[config.mk]
export PLATFORM = sky130hd
export DESIGN_NAME = tdm_timer
export DESIGN_NICKNAME = d
export VERILOG_FILES = /design/src/rtl/tdm_timer.v
export VERILOG_INCLUDE_DIRS = /design/src /design/src/rtl
export SDC_FILE = /design/constraint.sdc
export NUM_CORES = 1
export LEC_CHECK = 0
export ABC_CLOCK_PERIOD_IN_PS = 3100
export BUFFER_PORTS_ARGS = -buffer_cell sky130_fd_sc_hd__buf_4
export CORE_MARGIN = 5
export CORE_UTILIZATION = 30
export DETAILED_ROUTE_END_ITERATION = 16
export HOLD_SLACK_MARGIN = 0.06
export REMOVE_ABC_BUFFERS = 1
export SKIP_LAST_GASP = 1
export SYNTH_ARGS = -nofsm -noshare
export SYNTH_HDL_FRONTEND = slang
export SYNTH_SLANG_ARGS = --single-unit
[constraint.sdc]
create_clock -name mclk -period 3.1 [get_ports mclk]
set_input_delay 0.465 -clock mclk [delete_from_list [all_inputs] [get_ports mclk]]
set_output_delay 0.465 -clock mclk [all_outputs]
set_load 0.03 [all_outputs]
[src/rtl/tdm_regs.vh]
`ifndef TDM_REGS_VH
`define TDM_REGS_VH

// Register addresses (byte-wide registers, 4-bit address)
`define TDM_ADDR_CTL0      4'h0
`define TDM_ADDR_CTL1      4'h1
`define TDM_ADDR_CTL2      4'h2
`define TDM_ADDR_CNT_HI    4'h3
`define TDM_ADDR_CNT_LO    4'h4
`define TDM_ADDR_RLD_HI    4'h5
`define TDM_ADDR_RLD_LO    4'h6
`define TDM_ADDR_RISE_HI   4'h7
`define TDM_ADDR_RISE_LO   4'h8
`define TDM_ADDR_FALL_HI   4'h9
`define TDM_ADDR_FALL_LO   4'ha
`define TDM_ADDR_STAT      4'hb
`define TDM_ADDR_NFC       4'hc

// control_reg_0 fields
`define TDM_C0_MODE_TOP    7
`define TDM_C0_IRQCFG_HI   6
`define TDM_C0_IRQCFG_LO   5
`define TDM_C0_DUAL_HI     4
`define TDM_C0_DUAL_LO     2
`define TDM_C0_INPUT_CAPTURE_INDICATOR_IND  1
`define TDM_C0_CASCADE     0
// control_reg_1 fields
`define TDM_C1_ENABLE      7
`define TDM_C1_POLARITY    6
`define TDM_C1_PRESCALE_FIELD_HI     5
`define TDM_C1_PRESCALE_FIELD_LO     3
`define TDM_C1_MODE_HI     2
`define TDM_C1_MODE_LO     0
// control_reg_2 fields
`define TDM_C2_BOTH_EDGES  4
`define TDM_C2_CLK_SRC     0
// Status fields
`define TDM_ST_RISE_EF     0
`define TDM_ST_FALL_EF     1
`define TDM_ST_RELOAD_EF   2
// Noise filter control fields
`define TDM_NF_ENABLE      7
`define TDM_NF_CTL_HI      6
`define TDM_NF_CTL_LO      4
`define TDM_NF_MIN_W       4'h4

// Encodings and reset values
`define TDM_MODE_DEMOD     4'hc
`define TDM_IRQ_CAPT_ONLY  2'h2
`define TDM_IRQ_RLD_ONLY   2'h3
`define TDM_RELOAD_START   16'h0001
`define TDM_RST_CTL        8'h00
`define TDM_RST_CNT        16'h0001
`define TDM_RST_RLD        16'hffff
`define TDM_RST_CAPT       16'h0000

`endif

[src/rtl/tdm_timer.v]
// Operation
// - When enabled, counter idles until first qualifying edge; that edge only starts counting.
// - Edge qualified by polarity bit; both-edges bit overrides it, both edges qualify.
// - Later qualifying edges copy the 16-bit count; rising edges go to rising pair.
// - Falling qualifying edges store the count into the falling capture pair.
// - Each capture requests the interrupt; counter keeps running, no reset, no pause.
// - Each capture sets the capture event flag for the pair written.
// - Count reaching reload value requests interrupt, loads 0001h and continues.
// - Each reload sets the reload event flag in status.
// - Demodulation runs when 4-bit mode field (top bit in ctl0) equals 1100.
// - Default both events interrupt; config 10 capture only; 11 reload only.
// - 3-bit prescale divides timer clock; 000 divides by one.
// - Clock source bit 1 selects the 32kHz peripheral clock as timer clock.
// - Cascade select 0 takes timer input from the pin, else from other timer.
// - Dual-output delay field and capture indicator bit have no effect here.
// - Enable 0 stops the timer; software configures while disabled, enables last.
// - Filter enable routes input through filter; control 100 gives 8-bit counter.
//
// Decided for this implementation: the register addresses and the plain strobed port.
`timescale 1ns/1ps
`include "tdm_regs.vh"

module tdm_timer #(
    parameter CNT_W = 16
) (
    // Clock and reset
    input  wire             mclk,
    input  wire             rst_n,
    // Register port
    input  wire [3:0]       reg_addr,
    input  wire [7:0]       reg_wdata,
    input  wire             reg_wr,
    input  wire             reg_rd,
    output reg  [7:0]       reg_rdata,
    // Timer clock ticks and input sources
    input  wire             sys_tick,
    input  wire             per32k_tick,
    input  wire             pin_in,
    input  wire             cascade_in,
    // Interrupt request
    output reg              timer_irq
);

    ////////////////////////////////////////////////////////////////////////////
    // Registers
    reg [7:0]        ctl0_q;
    reg [7:0]        ctl1_q;
    reg [7:0]        ctl2_q;
    reg [7:0]        nfc_q;
    reg [CNT_W-1:0]  cnt_q;
    reg [CNT_W-1:0]  rld_q;
    reg [CNT_W-1:0]  rise_q;
    reg [CNT_W-1:0]  fall_q;
    reg [2:0]        stat_q;
    reg [6:0]        prescale_field_q;
    reg              running_q;
    reg              in_q;
    reg [10:0]       filt_q;
    reg              filt_out_q;

    wire             enable     = ctl1_q[`TDM_C1_ENABLE];
    // Mode field is split: top bit in control 0, lower three bits in control 1
    wire [3:0]       mode       = {ctl0_q[`TDM_C0_MODE_TOP], ctl1_q[`TDM_C1_MODE_HI:`TDM_C1_MODE_LO]};
    wire             demod      = enable && (mode == `TDM_MODE_DEMOD);
    wire [1:0]       irq_cfg    = ctl0_q[`TDM_C0_IRQCFG_HI:`TDM_C0_IRQCFG_LO];
    wire [2:0]       prescale_field_sel   = ctl1_q[`TDM_C1_PRESCALE_FIELD_HI:`TDM_C1_PRESCALE_FIELD_LO];
    wire             polarity   = ctl1_q[`TDM_C1_POLARITY];
    wire             both_edges = ctl2_q[`TDM_C2_BOTH_EDGES];
    wire             filt_en    = nfc_q[`TDM_NF_ENABLE];
    wire [2:0]       filt_ctl   = nfc_q[`TDM_NF_CTL_HI:`TDM_NF_CTL_LO];

    ////////////////////////////////////////////////////////////////////////////
    // Timer clock and prescaler
    // Delay field and capture indicator are deliberately not decoded
    // Tick inputs are one-cycle enables; the block never switches clocks
    // Divide ratio is two to the power of the prescale field, up to 128
    wire tclk = ctl2_q[`TDM_C2_CLK_SRC] ? per32k_tick : sys_tick;
    wire [6:0] prescale_field_max  = (7'h01 << prescale_field_sel) - 7'h01;
    wire       prescale_field_tick = tclk && (prescale_field_q == prescale_field_max);

    // Prescale count, held at zero until the start edge so the first tick is a full period
    always @(posedge mclk or negedge rst_n) begin
        if (!rst_n) begin
            prescale_field_q <= 7'h00;
        end else if (!demod || !running_q) begin
            prescale_field_q <= 7'h00;
        end else if (tclk) begin
            prescale_field_q <= prescale_field_tick ? 7'h00 : prescale_field_q + 7'h01;
        end
    end

    ////////////////////////////////////////////////////////////////////////////
    // Input select and noise filter
    // Cascade input is taken as already synchronous, like the pin
    wire raw_in = ctl0_q[`TDM_C0_CASCADE] ? cascade_in : pin_in;
    // Filter width is 4 + control bits; 100 gives an 8-bit counter
    wire [3:0]  filt_w   = `TDM_NF_MIN_W + {1'b0, filt_ctl};
    wire [10:0] filt_top = (11'h001 << filt_w) - 11'h001;

    // Saturating up/down counter with hysteresis, stepped on timer clock
    // Output flips only at the saturated ends, so short glitches never reach it
    always @(posedge mclk or negedge rst_n) begin
        if (!rst_n) begin
            filt_q     <= 11'h000;
            filt_out_q <= 1'b0;
        end else if (tclk) begin
            if (raw_in && filt_q < filt_top) begin
                filt_q <= filt_q + 11'h001;
                if (filt_q == filt_top - 11'h001) begin
                    filt_out_q <= 1'b1;
                end
            end else if (!raw_in && filt_q != 11'h000) begin
                filt_q <= filt_q - 11'h001;
                if (filt_q == 11'h001) begin
                    filt_out_q <= 1'b0;
                end
            end else if (filt_q > filt_top) begin
                filt_q <= filt_top;
            end
        end
    end

    wire tin = filt_en ? filt_out_q : raw_in;

    // Previous input level for edge detection
    // Reset level matches the idle low input, so no false edge follows reset
    always @(posedge mclk or negedge rst_n) begin
        if (!rst_n) begin
            in_q <= 1'b0;
        end else begin
            in_q <= tin;
        end
    end

    wire rise_edge = tin && !in_q;
    wire fall_edge = !tin && in_q;
    // Both-edges bit overrides polarity
    wire qual_rise = rise_edge && (both_edges || polarity);
    wire qual_fall = fall_edge && (both_edges || !polarity);
    wire qual_edge = demod && (qual_rise || qual_fall);

    ////////////////////////////////////////////////////////////////////////////
    // Event decode
    // The first edge only arms the counter; running_q gates every capture
    wire capt_rise  = qual_edge && running_q && rise_edge;
    wire capt_fall  = qual_edge && running_q && fall_edge;
    wire reload_ev  = demod && running_q && prescale_field_tick && (cnt_q == rld_q);

    wire wr_ctl0 = reg_wr && (reg_addr == `TDM_ADDR_CTL0);
    wire wr_ctl1 = reg_wr && (reg_addr == `TDM_ADDR_CTL1);
    wire wr_ctl2 = reg_wr && (reg_addr == `TDM_ADDR_CTL2);
    wire wr_nfc  = reg_wr && (reg_addr == `TDM_ADDR_NFC);
    wire wr_stat = reg_wr && (reg_addr == `TDM_ADDR_STAT);

    // Byte lanes of the 16-bit registers
    wire wr_cnt_hi  = reg_wr && (reg_addr == `TDM_ADDR_CNT_HI);
    wire wr_cnt_lo  = reg_wr && (reg_addr == `TDM_ADDR_CNT_LO);
    wire wr_rld_hi  = reg_wr && (reg_addr == `TDM_ADDR_RLD_HI);
    wire wr_rld_lo  = reg_wr && (reg_addr == `TDM_ADDR_RLD_LO);
    wire wr_rise_hi = reg_wr && (reg_addr == `TDM_ADDR_RISE_HI);
    wire wr_rise_lo = reg_wr && (reg_addr == `TDM_ADDR_RISE_LO);
    wire wr_fall_hi = reg_wr && (reg_addr == `TDM_ADDR_FALL_HI);
    wire wr_fall_lo = reg_wr && (reg_addr == `TDM_ADDR_FALL_LO);

    ////////////////////////////////////////////////////////////////////////////
    // Control registers
    // Written whole; software clears enable before touching the other fields
    always @(posedge mclk or negedge rst_n) begin
        if (!rst_n) begin
            ctl0_q <= `TDM_RST_CTL;
            ctl1_q <= `TDM_RST_CTL;
            ctl2_q <= `TDM_RST_CTL;
            nfc_q  <= `TDM_RST_CTL;
        end else begin
            if (wr_ctl0) begin
                ctl0_q <= reg_wdata;
            end
            if (wr_ctl1) begin
                ctl1_q <= reg_wdata;
            end
            if (wr_ctl2) begin
                ctl2_q <= reg_wdata;
            end
            if (wr_nfc) begin
                nfc_q <= reg_wdata;
            end
        end
    end

    ////////////////////////////////////////////////////////////////////////////
    // Start arm: idle until first qualifying edge
    // Cleared whenever the mode drops, so a re-enable waits for a fresh start edge
    always @(posedge mclk or negedge rst_n) begin
        if (!rst_n) begin
            running_q <= 1'b0;
        end else if (!demod) begin
            running_q <= 1'b0;
        end else if (qual_edge) begin
            running_q <= 1'b1;
        end
    end

    ////////////////////////////////////////////////////////////////////////////
    // Reload value, written a byte at a time
    always @(posedge mclk or negedge rst_n) begin
        if (!rst_n) begin
            rld_q <= `TDM_RST_RLD;
        end else begin
            if (wr_rld_hi) begin
                rld_q[15:8] <= reg_wdata;
            end
            if (wr_rld_lo) begin
                rld_q[7:0] <= reg_wdata;
            end
        end
    end

    ////////////////////////////////////////////////////////////////////////////
    // Counter: a software load beats the reload, the reload beats the increment
    // A terminal count below the count already reached is missed until the count wraps
    always @(posedge mclk or negedge rst_n) begin
        if (!rst_n) begin
            cnt_q <= `TDM_RST_CNT;
        end else if (wr_cnt_hi) begin
            cnt_q[15:8] <= reg_wdata;
        end else if (wr_cnt_lo) begin
            cnt_q[7:0] <= reg_wdata;
        end else if (reload_ev) begin
            cnt_q <= `TDM_RELOAD_START;
        end else if (demod && running_q && prescale_field_tick) begin
            cnt_q <= cnt_q + 16'h0001;
        end
    end

    ////////////////////////////////////////////////////////////////////////////
    // Rising capture pair; a capture landing on a software write wins
    always @(posedge mclk or negedge rst_n) begin
        if (!rst_n) begin
            rise_q <= `TDM_RST_CAPT;
        end else if (capt_rise) begin
            rise_q <= cnt_q;
        end else begin
            if (wr_rise_hi) begin
                rise_q[15:8] <= reg_wdata;
            end
            if (wr_rise_lo) begin
                rise_q[7:0] <= reg_wdata;
            end
        end
    end

    ////////////////////////////////////////////////////////////////////////////
    // Falling capture pair, same priority as the rising pair
    always @(posedge mclk or negedge rst_n) begin
        if (!rst_n) begin
            fall_q <= `TDM_RST_CAPT;
        end else if (capt_fall) begin
            fall_q <= cnt_q;
        end else begin
            if (wr_fall_hi) begin
                fall_q[15:8] <= reg_wdata;
            end
            if (wr_fall_lo) begin
                fall_q[7:0] <= reg_wdata;
            end
        end
    end

    ////////////////////////////////////////////////////////////////////////////
    // Sticky event flags: write 1 clears, a new event wins
    // Set beats clear, so an event landing on the clearing write is never lost
    wire [2:0] ev_vec  = {reload_ev, capt_fall, capt_rise};
    wire [2:0] clr_vec = wr_stat ? reg_wdata[2:0] : 3'h0;

    // One flag per event source
    genvar fi;
    generate
        for (fi = 0; fi < 3; fi = fi + 1) begin : g_flag
            always @(posedge mclk or negedge rst_n) begin
                if (!rst_n) begin
                    stat_q[fi] <= 1'b0;
                end else if (ev_vec[fi]) begin
                    stat_q[fi] <= 1'b1;
                end else if (clr_vec[fi]) begin
                    stat_q[fi] <= 1'b0;
                end
            end
        end
    endgenerate

    ////////////////////////////////////////////////////////////////////////////
    // Interrupt request pulse
    // Registered, so the pulse follows the event edge by one cycle
    // Config 10 keeps captures only, 11 reloads only, anything else both
    wire capt_any = capt_rise || capt_fall;
    wire capt_ok  = (irq_cfg != `TDM_IRQ_RLD_ONLY);
    wire rld_ok   = (irq_cfg != `TDM_IRQ_CAPT_ONLY);

    always @(posedge mclk or negedge rst_n) begin
        if (!rst_n) begin
            timer_irq <= 1'b0;
        end else begin
            timer_irq <= (capt_any && capt_ok) || (reload_ev && rld_ok);
        end
    end

    ////////////////////////////////////////////////////////////////////////////
    // Read data, valid the cycle after the strobe
    // Zero outside the read slot, so a stale value is never taken as fresh
    always @(posedge mclk or negedge rst_n) begin
        if (!rst_n) begin
            reg_rdata <= 8'h00;
        end else if (reg_rd) begin
            case (reg_addr)
                `TDM_ADDR_CTL0:    reg_rdata <= ctl0_q;
                `TDM_ADDR_CTL1:    reg_rdata <= ctl1_q;
                `TDM_ADDR_CTL2:    reg_rdata <= ctl2_q;
                `TDM_ADDR_CNT_HI:  reg_rdata <= cnt_q[15:8];
                `TDM_ADDR_CNT_LO:  reg_rdata <= cnt_q[7:0];
                `TDM_ADDR_RLD_HI:  reg_rdata <= rld_q[15:8];
                `TDM_ADDR_RLD_LO:  reg_rdata <= rld_q[7:0];
                `TDM_ADDR_RISE_HI: reg_rdata <= rise_q[15:8];
                `TDM_ADDR_RISE_LO: reg_rdata <= rise_q[7:0];
                `TDM_ADDR_FALL_HI: reg_rdata <= fall_q[15:8];
                `TDM_ADDR_FALL_LO: reg_rdata <= fall_q[7:0];
                `TDM_ADDR_STAT:    reg_rdata <= {5'h00, stat_q};
                `TDM_ADDR_NFC:     reg_rdata <= nfc_q;
                default:           reg_rdata <= 8'h00;
            endcase
        end else begin
            reg_rdata <= 8'h00;
        end
    end

endmodule

==> impl_metrics.tcl <==
set metrics [dict create \
    run_status "complete, no violations" \
    dpl.cell_count 1258 \
    worstPathMaxFanout 22 \
    synth-edff-count 0 \
    gp_congestion 0.897 \
    grt_pass1_wl_um 40500 \
    fmaxAchievable_mhz 340 \
    total_power_mw 6.70 \
    synthesis.instances 903 \
    crit_arrival_ps 3250 \
    cts.sinks 129 \
    worst_clock_skew_ps 11.7 \
    finalWirelength_um 25300 \
    die_x_um 175 \
    io_buffers 28 \
    htree_levels 4 \
    ys_async_sr_fraction_pct 100 \
    crit_type "register to register" \
    required_ps 3400 \
    rsz0062_at_grt "yes" \
    coreArea_mm2 0.0270 \
    syn_to_final_growth_pct 17.2 \
    finalSetupTns_ps 0 \
    route.antenna.remaining_nets 0 \
    avgRoutedWirePerCell_um 19.6 \
    post_dp_cell_area_mm2 0.00900 \
    end_kind "register" \
    vias_per_cell 5.60 \
    ff_latch_area_mm2 0.00325 \
    cap_violations 0 \
    dp_hpwl_um 18100 \
    grt_pass1_vias 6997 \
    grt_use_total_pct 16.6 \
    min_path_type "input pin to register" \
    period_share_pct 94.9 \
    drt_iter0_markers 688 \
    vias 7233 \
    p_per_area_mw_per_mm2 697 \
    worst_setup_path_start_kind "register" \
    met2WireLength_um 11400 \
    setup_viol 0 \
    highest_layer "met4" \
    clock_power_share_pct 29.9 \
    die_area_mm2 0.0307 \
    ir_drop_mv 0.379 \
    relSlewSlack_pct 43.8 \
    cts_buffers 17 \
    clk_latency_ps 420 \
    slew_viol_final 0 \
    final_cells 1292 \
    yosysUniqueCellTypes 74 \
    yosysSeqAreaShare_pct 39.6 \
    wl_met1_um 11400 \
    p_leak_nw 3.98 \
    diodes 0 \
    synth_ff_type "dfrtp_1" \
    tightest_slew_ps 838 \
    wl_met3_um 2110 \
    swShare_pct 36.4 \
    first_pass_iters 5 \
    final_nets 976 \
    ys_seq_elements 129 \
    clock_path_buffers 2 \
    clkTransAtPathRegs_ps 60 \
    p_int_mw 4.26 \
    finalHoldViolations 0 \
    die_h_um 175 \
    cts_tree "done" \
    timing.hold.ws_ps 368 \
    fillerInstances 2693 \
    layout-drive-gt1-share_pct 20.9 \
    yosys_warnings 0 \
    syn_area_mm2 0.00820 \
    ys_top_cells_by_count "dfrtp_1, nor2_1, nand2_1" \
    yosys.cell_count.top_type "dfrtp_1" \
    power_switching_mw 2.44 \
    grt-ovfl-total 0 \
    synth_top_area_share_pct 34.2 \
    pin_count 29 \
    syn_avg_cell_area_um2 9.08 \
    final_cell_area_mm2 0.00961 \
    synth.area.top_cells "dfrtp_1, mux2i_1, mux2_2, dfstp_2, a21oi_1" \
    multi_input_area_mm2 0.00456 \
    grt_max_degree 75 \
    root_buffer "clkbuf_16" \
    combPwrFrac_pct 32.5 \
    finalCriticalPeriod_ps 2940 \
    synth_largest_area_cell "dfrtp_1" \
    grt_antenna_before_repair 0 \
    drc 0 \
    p_seq_share_pct 37.6 \
    fp-row-count 60 \
    start_util_pct 30.4 \
]
[repair_timing]
action	in CTS	in global routing
endpoints found under the setup margin	0	11
endpoints found under the hold margin	55	0
hold buffers	1	0
resized for setup	0	4
buffers inserted	0	1
[logic make-up (layout without fill, tap and decap cells)]
kind of cell / count (synthesis) / after routing / synth area share (%)
multiplexers: 103 / 103 / 13.5
flip-flops: 129 / 129 / 39.6
adder cells (fa/ha/maj): 18 / 18 / 2.75
buffers and inverters: 101 / 146 / 5.05
AND/OR/NAND/NOR: 287 / 287 / 17.4
AO/OA/AOI/OAI: 229 / 229 / 17.9
XOR/XNOR: 35 / 35 / 3.74
other: 1 / 4 / 0.0457
[power by group through the flow]
stage	clock network [mW]	logic, mW	registers, mW
detailed placement	0	2.15	2.53
floorplan	0	1.33	2.48
CTS	2.04	2.16	2.50
global route	2.13	2.43	2.56
global placement	0	2.10	2.52
finish	2.00	2.17	2.52
[flip-flops by register name, summed over array words and instances (netlist names)]
signal            count
nfc_q                 8
reg_rdata             8
ctl2_q                8
fall_q               16
in_q                  1
stat_q                3
cnt_q                16
prescale_field_q      7
ctl1_q                8
running_q             1
timer_irq             1
filt_q               11
filt_out_q            1
rise_q               16
ctl0_q                8
rld_q                16
[cell type report]
type	count	share of cell area (%)
inverters	27	1.05
repair buffers	87	7.12
flip-flops and latches	129	33.8
well taps	341	4.44
multi-input cells	676	47.5
clock inverters	14	1.64
clock buffers	18	4.46
[layout by cell type, fill, tap and decap left out, types with 18 or more instances in the layout]
| cell | n |
|---|---|
| xor2_1 | 25 |
| a31oi_1 | 18 |
| buf_4 | 83 |
| o22ai_1 | 18 |
| dfrtp_1 | 111 |
| ha_1 | 18 |
| mux2_2 | 46 |
| nand2_1 | 71 |
| o21ai_0 | 44 |
| a21oi_1 | 66 |
| mux2i_1 | 54 |
| nand3_1 | 26 |
| inv_1 | 26 |
| nor2_1 | 87 |
[per-stage QoR]
stage / utilization, % / setup WS, ps
floorplan: - / -62.3
global placement: 33.4 / 180
detailed placement: 33.4 / 147
CTS: 35.6 / 139
global route: 35.7 / -7.81
finish: 35.7 / 159
[layer usage]
| layer | up-vias | track usage [%] |
|---|---|---|
| li1 | 3356 | - |
| met1 | 3527 | 24.2 |
| met2 | 316 | 24.9 |
| met3 | 34 | 3.53 |
| met4 | 0 | 4.58 |
| met5 | - | 0 |
[worst paths after layout]
check	start	endpoint	cells past startpoint	slack (ps)
setup reg to reg	nfc_q[5]	filt_q[7]	12	160
setup / recovery	nfc_q[5]	filt_q[7]	12	160
min in group asynchronous	rst_n	filt_q[3]	2	580
max in group asynchronous	rst_n	rld_q[12]	3	1670
hold reg to reg	ctl0_q[1]	ctl0_q[1]	2	520
hold / removal	reg_wdata[0]	rld_q[8]	2	370
[critical path, cell delays in order (launching register included)]
cell     delay [ps]
dfrtp_1         370
or3_1           400
ha_1            320
inv_1            60
ha_1            110
nand2_1          40
or2_2           290
o221a_2         320
a32o_1          350
buf_12          200
nand2_1          60
nand3_1          80
a22o_1          230
No activity file was read; power rests on OpenSTA's default activity.
